<file path="src/hdl/bsc_pkg.sv">
// shared constants and types for the burst sram cycle control
package bsc_pkg;

    // ==========================================================
    // widths
    localparam int BSC_ADDR_W  = 17;
    localparam int BSC_DATA_W  = 32;
    localparam int BSC_LANES   = 4;
    localparam int BSC_LSB_W   = 2;
    localparam int BSC_SCNT_W  = 2;

    // ==========================================================
    // timing, in ns and derived cycle counts at 20 mhz
    localparam int BSC_CLK_PERIOD_NS   = 50;
    localparam int BSC_SLEEP_ENTRY_NS  = 2 * BSC_CLK_PERIOD_NS;
    localparam int BSC_SLEEP_RECOV_NS  = 2 * BSC_CLK_PERIOD_NS;
    localparam int BSC_SLEEP_ENTRY_CYC = (BSC_SLEEP_ENTRY_NS / BSC_CLK_PERIOD_NS < 1) ? 1 :
                                         BSC_SLEEP_ENTRY_NS / BSC_CLK_PERIOD_NS;
    localparam int BSC_SLEEP_RECOV_CYC = (BSC_SLEEP_RECOV_NS + BSC_CLK_PERIOD_NS - 1) / BSC_CLK_PERIOD_NS;
    localparam logic [BSC_SCNT_W-1:0] BSC_ENTRY_LAST = BSC_SCNT_W'(BSC_SLEEP_ENTRY_CYC - 1);
    localparam logic [BSC_SCNT_W-1:0] BSC_RECOV_LAST = BSC_SCNT_W'(BSC_SLEEP_RECOV_CYC - 1);

    // ==========================================================
    // reset values
    localparam logic [BSC_LSB_W-1:0]  BSC_LSB_RST  = 2'h0;
    localparam logic [BSC_SCNT_W-1:0] BSC_SCNT_RST = 2'h0;
    localparam logic                  BSC_MODE_RST = 1'b1;

    // ==========================================================
    // sleep state machine
    typedef enum logic [1:0] {
        BSC_ST_ACTIVE = 2'b00,
        BSC_ST_ENTER  = 2'b01,
        BSC_ST_ASLEEP = 2'b10,
        BSC_ST_WAKE   = 2'b11
    } bsc_state_t;

    // ==========================================================
    // carriers
    typedef struct packed {
        logic chip_select_low_first;
        logic chip_select_high_second;
        logic chip_select_low_third;
        logic processor_addr_strobe_n;
        logic controller_addr_strobe_n;
        logic burst_advance_n;
    } bsc_cycle_ctl_t;

    typedef struct packed {
        logic                 global_write_n;
        logic                 byte_write_enable_n;
        logic [BSC_LANES-1:0] byte_lane_select_n;
    } bsc_write_ctl_t;

    typedef struct packed {
        logic [BSC_ADDR_W-1:0] addr;
        logic                  read;
        logic                  write;
        logic [BSC_LANES-1:0]  byte_en;
        logic [BSC_DATA_W-1:0] wdata;
    } bsc_array_req_t;

    localparam bsc_array_req_t BSC_REQ_RST = '0;

endpackage

</file>
<file path="src/hdl/bsc_burst_ctr.sv">
// two bit wraparound burst counter, linear or interleaved
module bsc_burst_ctr
    import bsc_pkg::*;
(
    input  wire logic                 clk_sys,
    input  wire logic                 sys_rst,
    input  wire logic                 load,
    input  wire logic                 step,
    input  wire logic                 order_interleaved,
    input  wire logic [BSC_LSB_W-1:0] start,
    output logic      [BSC_LSB_W-1:0] access_lsb
);

    logic [BSC_LSB_W-1:0] start_q;
    logic [BSC_LSB_W-1:0] count_q;
    logic                 mode_q;
    logic [BSC_LSB_W-1:0] next_count;

    // ==========================================================
    // address of the access taken at this edge
    always_comb
    begin
        next_count = step ? BSC_LSB_W'(count_q + 2'h1) : count_q;
        if (load)
            access_lsb = start;
        else if (mode_q)
            access_lsb = start_q ^ next_count;
        else
            access_lsb = BSC_LSB_W'(start_q + next_count);
    end

    // order is caught with the start so a mid-burst change cannot scramble it
    always_ff @(posedge clk_sys)
    begin
        if (sys_rst)
        begin
            start_q <= BSC_LSB_RST;
            count_q <= BSC_LSB_RST;
            mode_q  <= BSC_MODE_RST;
        end
        else if (load)
        begin
            start_q <= start;
            count_q <= BSC_LSB_RST;
            mode_q  <= order_interleaved;
        end
        else
        begin
            count_q <= next_count;
        end
    end

    lin_step_a: assert property (@(posedge clk_sys) disable iff (sys_rst)
        (!load && step && !mode_q) |-> access_lsb == BSC_LSB_W'(start_q + count_q + 2'h1))
        else $error("linear burst step wrong");

endmodule

</file>
<file path="src/hdl/bsc_top.sv">
// cycle control of a flow-through burst cache sram, memory side
// ==========================================================
module bsc_top
    import bsc_pkg::*;
(
    input  wire logic                  clk_sys,
    input  wire logic                  sys_rst,
    input  wire logic                  sleep_request,
    input  wire logic                  sleep_request_driven,
    input  wire logic                  burst_order_sel,
    input  wire logic                  burst_order_sel_driven,
    input  wire bsc_cycle_ctl_t        cyc,
    input  wire bsc_write_ctl_t        wctl,
    input  wire logic [BSC_ADDR_W-1:0] addr,
    input  wire logic                  output_enable_n,
    input  wire logic [BSC_DATA_W-1:0] dq_in,
    output logic      [BSC_DATA_W-1:0] dq_out,
    output logic                       dq_oe,
    input  wire logic [BSC_DATA_W-1:0] array_rdata,
    output bsc_array_req_t             array_req,
    output logic                       low_power
);

    // ==========================================================
    // pin defaults and sleep synchroniser
    logic       sleep_level;
    logic       order_interleaved;
    logic       sleep_meta;
    logic       sleep_sync;

    assign sleep_level       = sleep_request_driven & sleep_request;
    assign order_interleaved = burst_order_sel_driven ? burst_order_sel : 1'b1;

    // sleep arrives with no relation to the clock, so it is synchronised first
    always_ff @(posedge clk_sys)
    begin
        if (sys_rst)
        begin
            sleep_meta <= 1'b0;
            sleep_sync <= 1'b0;
        end
        else
        begin
            sleep_meta <= sleep_level;
            sleep_sync <= sleep_meta;
        end
    end

    // ==========================================================
    // sleep state machine
    bsc_state_t            state;
    bsc_state_t            next_state;
    logic [BSC_SCNT_W-1:0] sleep_cnt;
    logic [BSC_SCNT_W-1:0] next_sleep_cnt;

    always_comb
    begin
        next_state     = state;
        next_sleep_cnt = BSC_SCNT_RST;
        case (state)
            BSC_ST_ACTIVE:
            begin
                if (sleep_sync)
                    next_state = BSC_ST_ENTER;
            end
            BSC_ST_ENTER:
            begin
                if (!sleep_sync)
                    next_state = BSC_ST_WAKE;
                else if (sleep_cnt == BSC_ENTRY_LAST)
                    next_state = BSC_ST_ASLEEP;
                else
                    next_sleep_cnt = BSC_SCNT_W'(sleep_cnt + 2'h1);
            end
            BSC_ST_ASLEEP:
            begin
                if (!sleep_sync)
                    next_state = BSC_ST_WAKE;
            end
            BSC_ST_WAKE:
            begin
                if (sleep_sync)
                    next_state = BSC_ST_ENTER;
                else if (sleep_cnt == BSC_RECOV_LAST)
                    next_state = BSC_ST_ACTIVE;
                else
                    next_sleep_cnt = BSC_SCNT_W'(sleep_cnt + 2'h1);
            end
            default:
            begin
                next_state = BSC_ST_ACTIVE;
            end
        endcase
    end

    always_ff @(posedge clk_sys)
    begin
        if (sys_rst)
        begin
            state     <= BSC_ST_ACTIVE;
            sleep_cnt <= BSC_SCNT_RST;
        end
        else
        begin
            state     <= next_state;
            sleep_cnt <= next_sleep_cnt;
        end
    end

    always_ff @(posedge clk_sys)
    begin
        if (sys_rst)
            low_power <= 1'b0;
        else
            low_power <= (next_state == BSC_ST_ASLEEP);
    end

    // ==========================================================
    // cycle decode
    logic                 accept;
    logic                 chips_ok;
    logic                 proc_strobe;
    logic                 begin_burst;
    logic                 deselect;
    logic                 access;
    logic                 step;
    logic                 is_write;
    logic                 burst_live;
    logic                 write_req;
    logic [BSC_LANES-1:0] byte_en;
    logic [BSC_LSB_W-1:0] access_lsb;

    // the raw level is used here too so inputs are ignored before the sync settles
    assign accept      = (state == BSC_ST_ACTIVE) && !sleep_sync && !sleep_level;
    assign chips_ok    = !cyc.chip_select_low_first && cyc.chip_select_high_second &&
                         !cyc.chip_select_low_third;
    assign proc_strobe = !cyc.processor_addr_strobe_n && !cyc.chip_select_low_first;

    always_comb
    begin
        begin_burst = 1'b0;
        deselect    = 1'b0;
        access      = 1'b0;
        step        = 1'b0;
        is_write    = 1'b0;
        if (accept)
        begin
            if (proc_strobe)
            begin
                begin_burst = chips_ok;
                deselect    = !chips_ok;
                access      = chips_ok;
                is_write    = 1'b0;
            end
            else if (!cyc.controller_addr_strobe_n)
            begin
                begin_burst = chips_ok;
                deselect    = !chips_ok;
                access      = chips_ok;
                is_write    = chips_ok && write_req;
            end
            else if (burst_live)
            begin
                access   = 1'b1;
                step     = !cyc.burst_advance_n;
                is_write = write_req;
            end
        end
    end

    // a burst is dropped on deselect or on leaving the active state
    always_ff @(posedge clk_sys)
    begin
        if (sys_rst)
            burst_live <= 1'b0;
        else if (!accept || deselect)
            burst_live <= 1'b0;
        else if (begin_burst)
            burst_live <= 1'b1;
    end

    bsc_wr_decode u_wr_decode (
        .wctl      (wctl),
        .byte_en   (byte_en),
        .write_req (write_req)
    );

    bsc_burst_ctr u_burst_ctr (
        .clk_sys           (clk_sys),
        .sys_rst           (sys_rst),
        .load              (begin_burst),
        .step              (step),
        .order_interleaved (order_interleaved),
        .start             (addr[BSC_LSB_W-1:0]),
        .access_lsb        (access_lsb)
    );

    // ==========================================================
    // array request and data lines
    logic [BSC_ADDR_W-1:BSC_LSB_W] addr_hi;
    logic                          dq_drive;

    always_ff @(posedge clk_sys)
    begin
        if (sys_rst)
            addr_hi <= '0;
        else if (begin_burst)
            addr_hi <= addr[BSC_ADDR_W-1:BSC_LSB_W];
    end

    // write strobe is high for every write access taken, so it stays high across back-to-back burst writes; the array finishes it on its own
    always_ff @(posedge clk_sys)
    begin
        if (sys_rst)
        begin
            array_req <= BSC_REQ_RST;
        end
        else
        begin
            array_req.read    <= access && !is_write;
            array_req.write   <= access && is_write;
            array_req.byte_en <= (access && is_write) ? byte_en : '0;
            if (access)
            begin
                array_req.addr <= {begin_burst ? addr[BSC_ADDR_W-1:BSC_LSB_W] : addr_hi, access_lsb};
                array_req.wdata <= dq_in;
            end
        end
    end

    always_ff @(posedge clk_sys)
    begin
        if (sys_rst)
            dq_drive <= 1'b0;
        else
            dq_drive <= access && !is_write;
    end

    // output enable is not sampled: it gates the driver directly
    assign dq_oe  = dq_drive && !output_enable_n && !sleep_level;
    assign dq_out = array_rdata;

    // ==========================================================
    // checks
    deselect_float_a: assert property (@(posedge clk_sys) disable iff (sys_rst)
        (accept && !cyc.controller_addr_strobe_n && !chips_ok) |=>
            (!dq_drive && !array_req.read && !array_req.write))
        else $error("deselect did not float");

    proc_read_a: assert property (@(posedge clk_sys) disable iff (sys_rst)
        (accept && proc_strobe && chips_ok) |=>
            (array_req.read && !array_req.write && array_req.addr == $past(addr)))
        else $error("processor begin not a read");

    ctrl_write_a: assert property (@(posedge clk_sys) disable iff (sys_rst)
        (accept && cyc.processor_addr_strobe_n && !cyc.controller_addr_strobe_n && chips_ok && write_req) |=>
            (array_req.write && array_req.byte_en == $past(byte_en)))
        else $error("controller write begin missed");

    suspend_hold_a: assert property (@(posedge clk_sys) disable iff (sys_rst)
        (accept && burst_live && cyc.controller_addr_strobe_n && !proc_strobe && cyc.burst_advance_n) |=>
            (array_req.addr == $past(array_req.addr)))
        else $error("suspend moved the address");

    cs_first_ignore_a: assert property (@(posedge clk_sys) disable iff (sys_rst)
        (cyc.chip_select_low_first && cyc.controller_addr_strobe_n && !burst_live) |=>
            (!array_req.read && !array_req.write))
        else $error("processor strobe not ignored");

    sleep_entry_a: assert property (@(posedge clk_sys) disable iff (sys_rst)
        (state == BSC_ST_ACTIVE && sleep_sync) ##1 sleep_sync[*2] |=> (state == BSC_ST_ASLEEP))
        else $error("sleep entry not two cycles");

    sleep_exit_a: assert property (@(posedge clk_sys) disable iff (sys_rst)
        (state == BSC_ST_ASLEEP && !sleep_sync) ##1 (!sleep_sync)[*2] |=> (state == BSC_ST_ACTIVE))
        else $error("sleep exit not two cycles");

    sleep_quiet_a: assert property (@(posedge clk_sys) disable iff (sys_rst)
        (state != BSC_ST_ACTIVE) |=> (!array_req.write && !array_req.read))
        else $error("access during sleep");

    sleep_float_a: assert property (@(posedge clk_sys) disable iff (sys_rst)
        sleep_level |-> !dq_oe)
        else $error("data driven while sleeping");

    write_float_a: assert property (@(posedge clk_sys) disable iff (sys_rst)
        array_req.write |-> !dq_oe)
        else $error("data driven during write");

    oe_gate_a: assert property (@(posedge clk_sys) disable iff (sys_rst)
        (array_req.read && output_enable_n) |-> !dq_oe)
        else $error("output enable ignored");

    oe_read_a: assert property (@(posedge clk_sys) disable iff (sys_rst)
        (array_req.read && !output_enable_n && !sleep_level) |-> dq_oe)
        else $error("read data not driven");

    sleep_block_a: assert property (@(posedge clk_sys) disable iff (sys_rst)
        sleep_level |=> (!array_req.read && !array_req.write))
        else $error("access taken while sleep raised");

    cont_step_a: assert property (@(posedge clk_sys) disable iff (sys_rst)
        (accept && burst_live && !proc_strobe && cyc.controller_addr_strobe_n && !cyc.burst_advance_n) |=>
            (array_req.addr[BSC_LSB_W-1:0] != $past(array_req.addr[BSC_LSB_W-1:0])))
        else $error("continue did not step the burst");

    ctrl_read_a: assert property (@(posedge clk_sys) disable iff (sys_rst)
        (accept && cyc.processor_addr_strobe_n && !cyc.controller_addr_strobe_n && chips_ok && !write_req) |=>
            (array_req.read && !array_req.write && array_req.addr == $past(addr)))
        else $error("controller read begin missed");

    global_all_a: assert property (@(posedge clk_sys) disable iff (sys_rst)
        (accept && burst_live && !proc_strobe && cyc.controller_addr_strobe_n && !wctl.global_write_n) |=>
            (array_req.write && array_req.byte_en == 4'hf))
        else $error("global write missed a lane");

    burst_end_a: assert property (@(posedge clk_sys) disable iff (sys_rst)
        (accept && deselect) ##1 (accept && !proc_strobe && cyc.controller_addr_strobe_n) |=>
            (!array_req.read && !array_req.write))
        else $error("burst went on after deselect");

endmodule

</file>
<file path="src/hdl/bsc_wr_decode.sv">
// byte write decode of the write control inputs
module bsc_wr_decode
    import bsc_pkg::*;
(
    input  wire bsc_write_ctl_t       wctl,
    output logic [BSC_LANES-1:0]      byte_en,
    output logic                      write_req
);

    // ==========================================================
    // per lane enable: global write overrides the byte enables
    for (genvar i = 0; i < BSC_LANES; i++)
    begin : g_lane
        assign byte_en[i] = ~wctl.global_write_n |
                            (~wctl.byte_write_enable_n & ~wctl.byte_lane_select_n[i]);
    end

    // all lanes off, or byte enable and global write both high, reads
    assign write_req = |byte_en;

endmodule
</file>
<file path="config.mk">
export PLATFORM = sky130hd
export DESIGN_NAME = bsc_top
export DESIGN_NICKNAME = d
export VERILOG_FILES = /design/src/hdl/bsc_pkg.sv /design/src/hdl/bsc_burst_ctr.sv /design/src/hdl/bsc_top.sv /design/src/hdl/bsc_wr_decode.sv
export SDC_FILE = /design/constraint.sdc
export NUM_CORES = 1
export LEC_CHECK = 0
export BUFFER_PORTS_ARGS = -buffer_cell sky130_fd_sc_hd__buf_2
export CAP_MARGIN = 20
export CORE_ASPECT_RATIO = 1.75
export CORE_MARGIN = 2
export CORE_UTILIZATION = 48
export DETAILED_ROUTE_END_ITERATION = 10
export GPL_ROUTABILITY_DRIVEN = 0
export PLACE_DENSITY = 0.87
export SLEW_MARGIN = 20
export SYNTH_ARGS = -nofsm -noshare
export SYNTH_HDL_FRONTEND = slang
export SYNTH_SLANG_ARGS = --single-unit
</file>
<file path="constraint.sdc">
create_clock -name clk_sys -period 6.8 [get_ports clk_sys]
set_input_delay 1.02 -clock clk_sys [delete_from_list [all_inputs] [get_ports clk_sys]]
set_output_delay 1.02 -clock clk_sys [all_outputs]
set_load 0.03 [all_outputs]
</file>
# --- Word-level counts from Yosys, hierarchy flattened ---
# Cells that the tools add are included.
word_totals:
  word_cells: 100
  ff_bits: 83
  input_bits: 100
  out_inout_bits: 89
op_classes:
  muxes: 34
  n_eq_ne: 5
  reduce_logical: 26
  add_sub_neg: 3
  bitwise_logic: 17
ops:
  columns: ["operator", "n"]
  rows:
  - ["$mux 2", 12]
  - ["$mux 1", 19]
  - ["$mux 15", 1]
  - ["$logic_and 1x1->1", 10]
  - ["$logic_not 1->1", 10]
  - ["$pmux 2 s4", 1]
  - ["$not 1->1", 7]
  - ["$eq 2x2->1 const B", 3]
  - ["$reduce_or 2->1", 3]
  - ["$and 1x1->1", 5]
  - ["$add 2x1->2 const B", 2]
  - ["$eq 2x1->1 const B", 2]
  - ["$or 1x1->1", 4]
  - ["$pmux 2 s2", 1]
  - ["$reduce_or 4->1", 1]
  - ["$add 2x2->2", 1]
  - ["$logic_not 2->1", 1]
  - ["$xor 2x2->2", 1]
  - ["$logic_or 1x1->1", 1]

# --- Longest topological paths before layout ---
# Gate-level depths: netlist of run 1.
depth:
  depth_word: 11
  depth_mapped: 9
  ltp_nobuf: 8

# --- Hierarchy ---
# From an unflattened synthesis of run 1, not the netlist that was laid out.
hier_totals:
  hier_cells: 387
  hier_area_um2: 3567.2
by_module_without_submodules:
  columns: ["mod", "seq_area_each_um2", "cells_each", "instances", "area_per_inst_um2"]
  rows:
  - ["bsc_top", 1561.5, 356, 1, 3269.4]
  - ["bsc_burst_ctr", 100.1, 25, 1, 264.0]
  - ["bsc_wr_decode", 0.0, 6, 1, 33.8]

# --- Worst setup path after synthesis of run 1 ---
# OpenSTA, ideal clock, no wires.
synth_timing:
  kind: "in2reg"
  from: "input sleep_request_driven"
  to: "register array_req[39] in the netlist's numbering"
  cell_stages: 9
  arrival_ns: 2.783
  setup_ns: 0.142
  n_path_buf: 1
  path_slack_ns: 3.875
  required_time_ns: 6.658
  path_cell_list: "a2111o_1 clkbuf_1 nor3_1 xor2_1 ha_1 nor2b_1 xnor3_1 nand2_1 a31oi_1"
synth_via:
  elab_chain_len: 8
  elab_cells_between_ends: 11
  classes_between: "1 x add/sub; 6 x mux; 2 x bitwise; 2 x reduce/logical"
synth_rtl:
  columns: ["item", "line_no", "text"]
  rows:
  - ["from (decl)", "bsc_top.sv:9", "input wire logic sleep_request_driven,"]
  - ["$and 1x1->1", "bsc_top.sv:31", "assign sleep_level = sleep_request_driven & sleep_request;"]
  - ["$logic_not 1->1", "bsc_top.sv:134", "assign accept = (state == BSC_ST_ACTIVE) && !sleep_sync && !sleep_level;"]
  - ["$logic_and 1x1->1", "bsc_top.sv:134", null]
  - ["$mux 1", "bsc_top.sv:146", "if (accept)"]
  - ["$mux 2", "bsc_burst_ctr.sv:23", "next_count = step ? BSC_LSB_W'(count_q + 2'h1) : count_q;"]
  - ["named net u_burst_ctr.next_count[0]", "bsc_burst_ctr.sv:17", "logic [BSC_LSB_W-1:0] next_count;"]
  - ["$add 2x2->2", "bsc_burst_ctr.sv:29", "access_lsb = BSC_LSB_W'(start_q + next_count);"]
  - ["$mux 2", "bsc_burst_ctr.sv:26", "else if (mode_q)"]
  - ["$mux 2", "bsc_burst_ctr.sv:24", "if (load)"]
  - ["to (decl)", "bsc_top.sv:20", "output bsc_array_req_t array_req,"]
# The timed path passes the listed nets, and every way through them passes these cells.
# A chain may end at the register's enable or synchronous reset.

# --- Worst setup path after layout of run 1 ---
# Same ends and word-level chain as after synthesis.

==> results of run 1 <==
## power by group through the flow
stage	registers, mW	logic [mW]	clock network, mW
after floorplan	0.541	0.108	0
after detailed placement	0.522	0.146	0
after global routing	0.513	0.158	0.548
after CTS	0.511	0.147	0.528
after global placement	0.521	0.139	0
final	0.512	0.146	0.517
## routing by layer
metal  share of wire  routed length (um)  GRT usage
met5               0                   0          0
met2            0.52                4630      0.405
met1            0.34                2980      0.214
met3           0.081                 713     0.0534
met4           0.060                 529      0.185
## final timing paths
check | startpoint | to
max | sleep_request_driven | array_req[39]$_SDFFE_PP0P_
min | sleep_cnt[0]$_SDFF_PP0_ | sleep_cnt[0]$_SDFF_PP0_
max reg2reg | sleep_sync$_SDFF_PP0_ | array_req[39]$_SDFFE_PP0P_
min reg2reg | sleep_cnt[0]$_SDFF_PP0_ | sleep_cnt[0]$_SDFF_PP0_
## state kept, by name (all words and copies together) (netlist names)
register             count
addr_hi                 15
array_req               54
burst_live               1
dq_drive                 1
low_power                1
sleep_cnt                2
sleep_meta               1
sleep_sync               1
state                    2
u_burst_ctr.count_q      2
u_burst_ctr.mode_q       1
u_burst_ctr.start_q      2
## layout by cell type (no fill, tap or decap), types with 2 or more instances in the layout
cell type	count
clkbuf_16	9
o21ai_0	37
inv_1	4
nand2_1	11
mux2i_1	16
nor2b_1	3
clkbuf_1	2
nor2_1	24
o21a_1	4
nor3b_1	2
or3b_1	2
a211oi_1	12
bufinv_16	2
nor3_1	5
dfxtp_1	83
xor2_1	2
and3_1	3
buf_2	124
a211oi_2	6
nand3_1	35
xnor2_1	2
buf_4	4
and2_1	2
a21oi_1	51
## cell families after synthesis
group	after synthesis	synth area share
XOR/XNOR	5	0.0168
flip-flops	83	0.486
adder cells (fa/ha/maj)	1	0.00366
multiplexers	16	0.0469
AO/OA/AOI/OAI	118	0.205
buffers and inverters	65	0.112
AND/OR/NAND/NOR	91	0.129
## worst max-delay path, cell delays in order
cell and delay (ns):
buf_2 0.13, a2111o_2 0.75, nor3_1 0.31, xor2_1 0.22, ha_1 0.16, nor2b_1 0.20, xnor3_1 0.33, nand2_1 0.08
a31oi_1 0.07
## area by class of cell
| cell class | count | area share |
|---|---|---|
| Inverter | 4 | 0.00359 |
| Sequential cell | 83 | 0.397 |
| Clock buffer | 12 | 0.0589 |
| Timing Repair Buffer | 129 | 0.162 |
| Multi-Input combinational cell | 231 | 0.336 |
| Tap cell | 84 | 0.0251 |
| Clock inverter | 4 | 0.0176 |
==> results.sh, run 1 <==
export IMPL_yosys_top_cells_area="dfxtp_1 (49%), a21oi_1 (7.5%), buf_4 (7.5%), o21ai_0 (5.4%), nand3_1 (5.1%)"
export IMPL_synth_edf_count=0
export IMPL_route_detailed_wl_per_inst_um=16.2
export IMPL_yosys_area_top_type_share=0.486
export IMPL_dp_hpwl_mm=6.13
export IMPL_endpoint_kind="flip-flop"
export IMPL_path_class="in2reg"
export IMPL_areaGrowthSynthToFinish_pct=22.5
export IMPL_ys_seq_area_frac=0.486
export IMPL_switching_share=0.250
export IMPL_grt_use_total=0.228
export IMPL_path_clk_slew_ns=0.06
export IMPL_relSlewSlack=0.482
export IMPL_clk_path_buf_depth=2
export IMPL_total_power_mw=1.17
export IMPL_synth_cell_types=37
export IMPL_fmax_ghz=0.324
export IMPL_nFillCells=602
export IMPL_n_antenna_cell=0
export IMPL_post_cts_resized_instances=0
export IMPL_fp_row_count=40
export IMPL_postSynthCellCount=379
export IMPL_synth_seq_cells=83
export IMPL_drtIter0Drc=206
export IMPL_finalCritPeriodShare=0.454
export IMPL_rr_worst_depth=8
export IMPL_power_switching_mw=0.294
export IMPL_ys_flop_type="dfxtp_1"
export IMPL_finalInstanceArea_um2=4190
export IMPL_synth_async_sr_flop_share=0
export IMPL_grt_max_degree=76
export IMPL_crit_arrival_ns=3.26
export IMPL_power_density_nw_per_um2=281
export IMPL_clkPwrFrac=0.440
export IMPL_fin_skew_ns=0.00690
export IMPL_max_cap_violations=0
export IMPL_port_buffers=124
export IMPL_ys_warn_count=0
export IMPL_slew_viol_final=0
export IMPL_avgViaCountPerCell=5.67
export IMPL_p_int_mw=0.880
export IMPL_fin_hold_ws_ns=0.424
export IMPL_grt_pass1_vias=3032
export IMPL_grt_pass1_wl_mm=13.4
export IMPL_drtAntennaViolNets=0
export IMPL_tightestPinTransition_ns=0.777
export IMPL_utilization=0.606
export IMPL_p_leak_nw=1.77
export IMPL_rsz0062_at_grt="false"
export IMPL_ioPinCount=189
export IMPL_clkLatencyLatePin_ns=0.33
export IMPL_fin_setup_tns_ns=0
export IMPL_die_h_um=116
export IMPL_multi_input_area_um2=1410
export IMPL_finalCriticalPeriod_ns=3.08
export IMPL_dieArea_um2=7840
export IMPL_core_region_area_um2=6910
export IMPL_synthTopCellsByCount="dfxtp_1 (83), a21oi_1 (51), o21ai_0 (37)"
export IMPL_initial_core_util=0.495
export IMPL_syn_avg_cell_area_um2=9.02
export IMPL_fin_nets=559
export IMPL_drive_gt1_frac=0.333
export IMPL_placed_area_um2=3860
export IMPL_synth_most_common_cell="dfxtp_1"
export IMPL_yosys_area_top_type="dfxtp_1"
export IMPL_post_cts_buffers=0
export IMPL_final_cells=547
export IMPL_hold_path_class="reg2reg"
export IMPL_cts_htree_levels=3
export IMPL_ir_drop_v=0.000177
export IMPL_synthesis_nets=480
export IMPL_cts_tree="built"
export IMPL_drc_errors=0
export IMPL_cp_required_ns=6.98
export IMPL_dr_total_vias=3102
export IMPL_finalHoldViolCount=0
export IMPL_grt_overflow=0
export IMPL_critPathLaunchType="input port"
export IMPL_antenna_found_initial=0
export IMPL_layout_setup_ws_ns=3.72
export IMPL_syn_area_um2=3420
export IMPL_ff2ff_setup_slack_ns=4.18
export IMPL_setup_viol=0
export IMPL_hold_depth=1
export IMPL_regArea_um2=1660
export IMPL_clock_root_buffer="clkbuf_16"
export IMPL_cts_sinks=83
export IMPL_dp_slack_ns=3.20
export IMPL_status="finished clean"
export IMPL_pwr_share_comb=0.124
export IMPL_critical_path_max_fanout=41
export IMPL_drt_first_pass_iters=4
export IMPL_wl_mm=8.86
export IMPL_numCtsBuffers=9
export IMPL_seqPwrFrac=0.436
export IMPL_dp_cells=531
export IMPL_die_w_um=67.8
export IMPL_postCtsHoldBufs=0
No activity file was read; power rests on OpenSTA's default activity.
==> inputs of run 2 (changes only) <==
--- a/config.mk
+++ b/config.mk
@@ -5,14 +5,15 @@
 export SDC_FILE = /design/constraint.sdc
 export NUM_CORES = 1
 export LEC_CHECK = 0
+export ABC_AREA = 1
 export BUFFER_PORTS_ARGS = -buffer_cell sky130_fd_sc_hd__buf_2
 export CAP_MARGIN = 20
 export CORE_ASPECT_RATIO = 1.75
 export CORE_MARGIN = 2
-export CORE_UTILIZATION = 48
+export CORE_UTILIZATION = 45
 export DETAILED_ROUTE_END_ITERATION = 10
 export GPL_ROUTABILITY_DRIVEN = 0
-export PLACE_DENSITY = 0.87
+export PLACE_DENSITY = 0.82
 export SLEW_MARGIN = 20
 export SYNTH_ARGS = -nofsm -noshare
 export SYNTH_HDL_FRONTEND = slang
==> constraint.sdc (replaced) <==
create_clock -name clk_sys -period 3.15 [get_ports clk_sys]
set_input_delay 0.4725 -clock clk_sys [delete_from_list [all_inputs] [get_ports clk_sys]]
set_output_delay 0.4725 -clock clk_sys [all_outputs]
set_load 0.03 [all_outputs]
==> run 2 against run 1 <==
  * Flip-flop and latch count did not move
  * Synthesized area rose by 2.1%
  * Critical path depth rose by 4
  * Critical path type is now reg2reg
  * Largest cell class unchanged
==> results.sh, run 2 <==
export IMPL_top_usage_layer="met2"
export IMPL_drtAntennaViolNets=0
export IMPL_grt_pass1_wl_mm=12.6
export IMPL_path_class="reg2reg"
export IMPL_fin_setup_tns_ns=0
export IMPL_syn_area_um2=3490
export IMPL_n_antenna_cell=0
export IMPL_finalInstanceArea_um2=4140
export IMPL_final_cells=645
export IMPL_layout_setup_ws_ns=1.21
export IMPL_port_buffers=124
export IMPL_dp_slack_ns=0.941
export IMPL_finalCriticalPeriod_ns=1.94
export IMPL_max_cap_violations=0
export IMPL_status="finished clean"
export IMPL_synth_async_sr_flop_share=0
export IMPL_hold_path_class="in2reg"
export IMPL_avgViaCountPerCell=4.69
export IMPL_grt_pass1_vias=2964
export IMPL_hold_depth=3
export IMPL_synth_cell_types=28
export IMPL_tightestPinTransition_ns=0.598
export IMPL_fin_skew_ns=0.00590
export IMPL_ys_flop_type="dfxtp_1"
export IMPL_initial_core_util=0.461
export IMPL_ys_warn_count=0
export IMPL_clkPwrFrac=0.366
export IMPL_route_detailed_wl_per_inst_um=12.2
export IMPL_post_cts_resized_instances=0
export IMPL_drc_errors=0
export IMPL_endpoint_kind="flip-flop"
export IMPL_crit_arrival_ns=2.20
export IMPL_synth_edf_count=0
export IMPL_final_cell_mix="buf_2 (124), nor2_1 (104), dfxtp_1 (83)"
export IMPL_seqPwrFrac=0.456
export IMPL_ys_seq_area_frac=0.476
export IMPL_largest_reg_flops=54
export IMPL_syn_avg_cell_area_um2=7.45
export IMPL_utilization=0.547
export IMPL_path_clk_slew_ns=0.06
export IMPL_dp_hpwl_mm=5.56
export IMPL_total_power_mw=2.54
export IMPL_power_switching_mw=0.721
export IMPL_switching_share=0.284
export IMPL_cts_sinks=83
export IMPL_synth_seq_cells=83
export IMPL_ir_drop_v=0.000325
export IMPL_layout_commonest_cell="buf_2"
export IMPL_wl_mm=7.89
export IMPL_critical_path_max_fanout=5
export IMPL_synth_most_common_cell="nor2_1"
export IMPL_relSlewSlack=0.600
export IMPL_placed_area_um2=3880
export IMPL_drtIter0Drc=118
export IMPL_drive_gt1_frac=0.287
export IMPL_postSynthCellCount=468
export IMPL_synthesis_nets=569
export IMPL_top_register="array_req"
export IMPL_rr_worst_depth=13
export IMPL_grt_met2_usage=0.349
export IMPL_antenna_found_initial=0
export IMPL_yosys_area_top_type="dfxtp_1"
export IMPL_setup_viol=0
export IMPL_synthTopCellsByCount="nor2_1 (104), dfxtp_1 (83), nand2_1 (70)"
export IMPL_top_regs="array_req (54), addr_hi (15)"
export IMPL_cp_required_ns=3.41
export IMPL_fin_nets=654
export IMPL_pwr_share_comb=0.177
export IMPL_cts_htree_levels=3
export IMPL_clk_path_buf_depth=2
export IMPL_p_int_mw=1.82
export IMPL_core_region_area_um2=7570
export IMPL_p_leak_nw=2.16
export IMPL_grt_util_met1=0.178
export IMPL_power_density_nw_per_um2=613
export IMPL_ioPinCount=189
export IMPL_gr_usage_met3=0.0533
export IMPL_fmax_ghz=0.516
export IMPL_yosys_top_cells_area="dfxtp_1 (48%), nor2_1 (11%), buf_4 (8.0%), nand2_1 (7.5%), inv_1 (5.8%)"
export IMPL_finalHoldViolCount=0
export IMPL_clkLatencyLatePin_ns=0.33
export IMPL_grt_use_total=0.190
export IMPL_finalCritPeriodShare=0.615
export IMPL_die_h_um=120
export IMPL_slew_viol_final=0
export IMPL_areaGrowthSynthToFinish_pct=18.8
export IMPL_grt_overflow=0
export IMPL_dr_total_vias=3027
export IMPL_critPathLaunchType="flip-flop"
export IMPL_rsz0062_at_grt="false"
export IMPL_dieArea_um2=8500
export IMPL_numCtsBuffers=9
export IMPL_grt_max_degree=56
export IMPL_clock_root_buffer="clkbuf_16"
export IMPL_die_w_um=70.5
export IMPL_cts_tree="built"
export IMPL_postCtsHoldBufs=0
export IMPL_fin_hold_ws_ns=0.391
export IMPL_drt_first_pass_iters=6
export IMPL_yosys_area_top_type_share=0.476
export IMPL_fp_row_count=42
export IMPL_dp_cells=630
export IMPL_post_cts_buffers=0
==> run 2: cell types whose count changed after synthesis, moves of 4 or more <==
cell / change
a211oi_1: -12
a211oi_2: -6
a21oi_1: -41
a21oi_2: +11
clkbuf_1: -9
inv_1: +50
mux2i_1: -16
nand2_1: +59
nand3_1: -27
nor2_1: +80
nor3_1: -4
o21ai_1: +11
==> run 2: final timing paths <==
| check | slack (ns) | from | end |
|---|---|---|---|
| max | 1.21 | sleep_sync$_SDFF_PP0_ | array_req[39]$_SDFFE_PP0P_ |
| min reg2reg | 0.41 | sleep_meta$_SDFF_PP0_ | sleep_sync$_SDFF_PP0_ |
| min | 0.39 | dq_in[11] | array_req[11]$_SDFFE_PP0P_ |
| max reg2reg | 1.21 | sleep_sync$_SDFF_PP0_ | array_req[39]$_SDFFE_PP0P_ |
==> run 2: per-layer routing <==
metal  part of all wire  vias up
met5                  0        -
met1               0.37     1339
li1                   -     1563
met2               0.53       91
met4              0.041        0
met3              0.065       34
==> run 2: critical path, stage by stage, from the launching register on <==
cell and delay, ns:
dfxtp_1 0.31, inv_1 0.09, nand2_2 0.09, nor2_4 0.18, nand2_1 0.12, xor2_1 0.20
inv_1 0.07, ha_1 0.17, nand2_1 0.08, xor2_1 0.21, inv_1 0.06, nand3_1 0.08
nand3_1 0.07, a21oi_1 0.14
==> run 2: layout make-up <==
class	count	area (um^2)
clock buffers	13	250
clock inverters	2	12.5
repair buffers	127	643
inverters	58	218
multi-input cells	274	1250
flip-flops and latches	83	1660
fillers	720	3430
well taps	88	110
==> run 2: cells by family after synthesis <==
kind of cell	share of synthesized area
adder cells (fa/ha/maj)	0.00359
XOR/XNOR	0.0100
flip-flops	0.476
AND/OR/NAND/NOR	0.223
buffers and inverters	0.166
AO/OA/AOI/OAI	0.121
==> run 2: power groups by stage <==
stage	sequential, mW	clock (mW)	combinational (mW)
CTS	1.16	0.951	0.455
global placement	1.18	0	0.444
global route	1.17	0.993	0.497
detailed placement	1.18	0	0.453
floorplan	1.30	0	0.278
finish	1.16	0.931	0.450
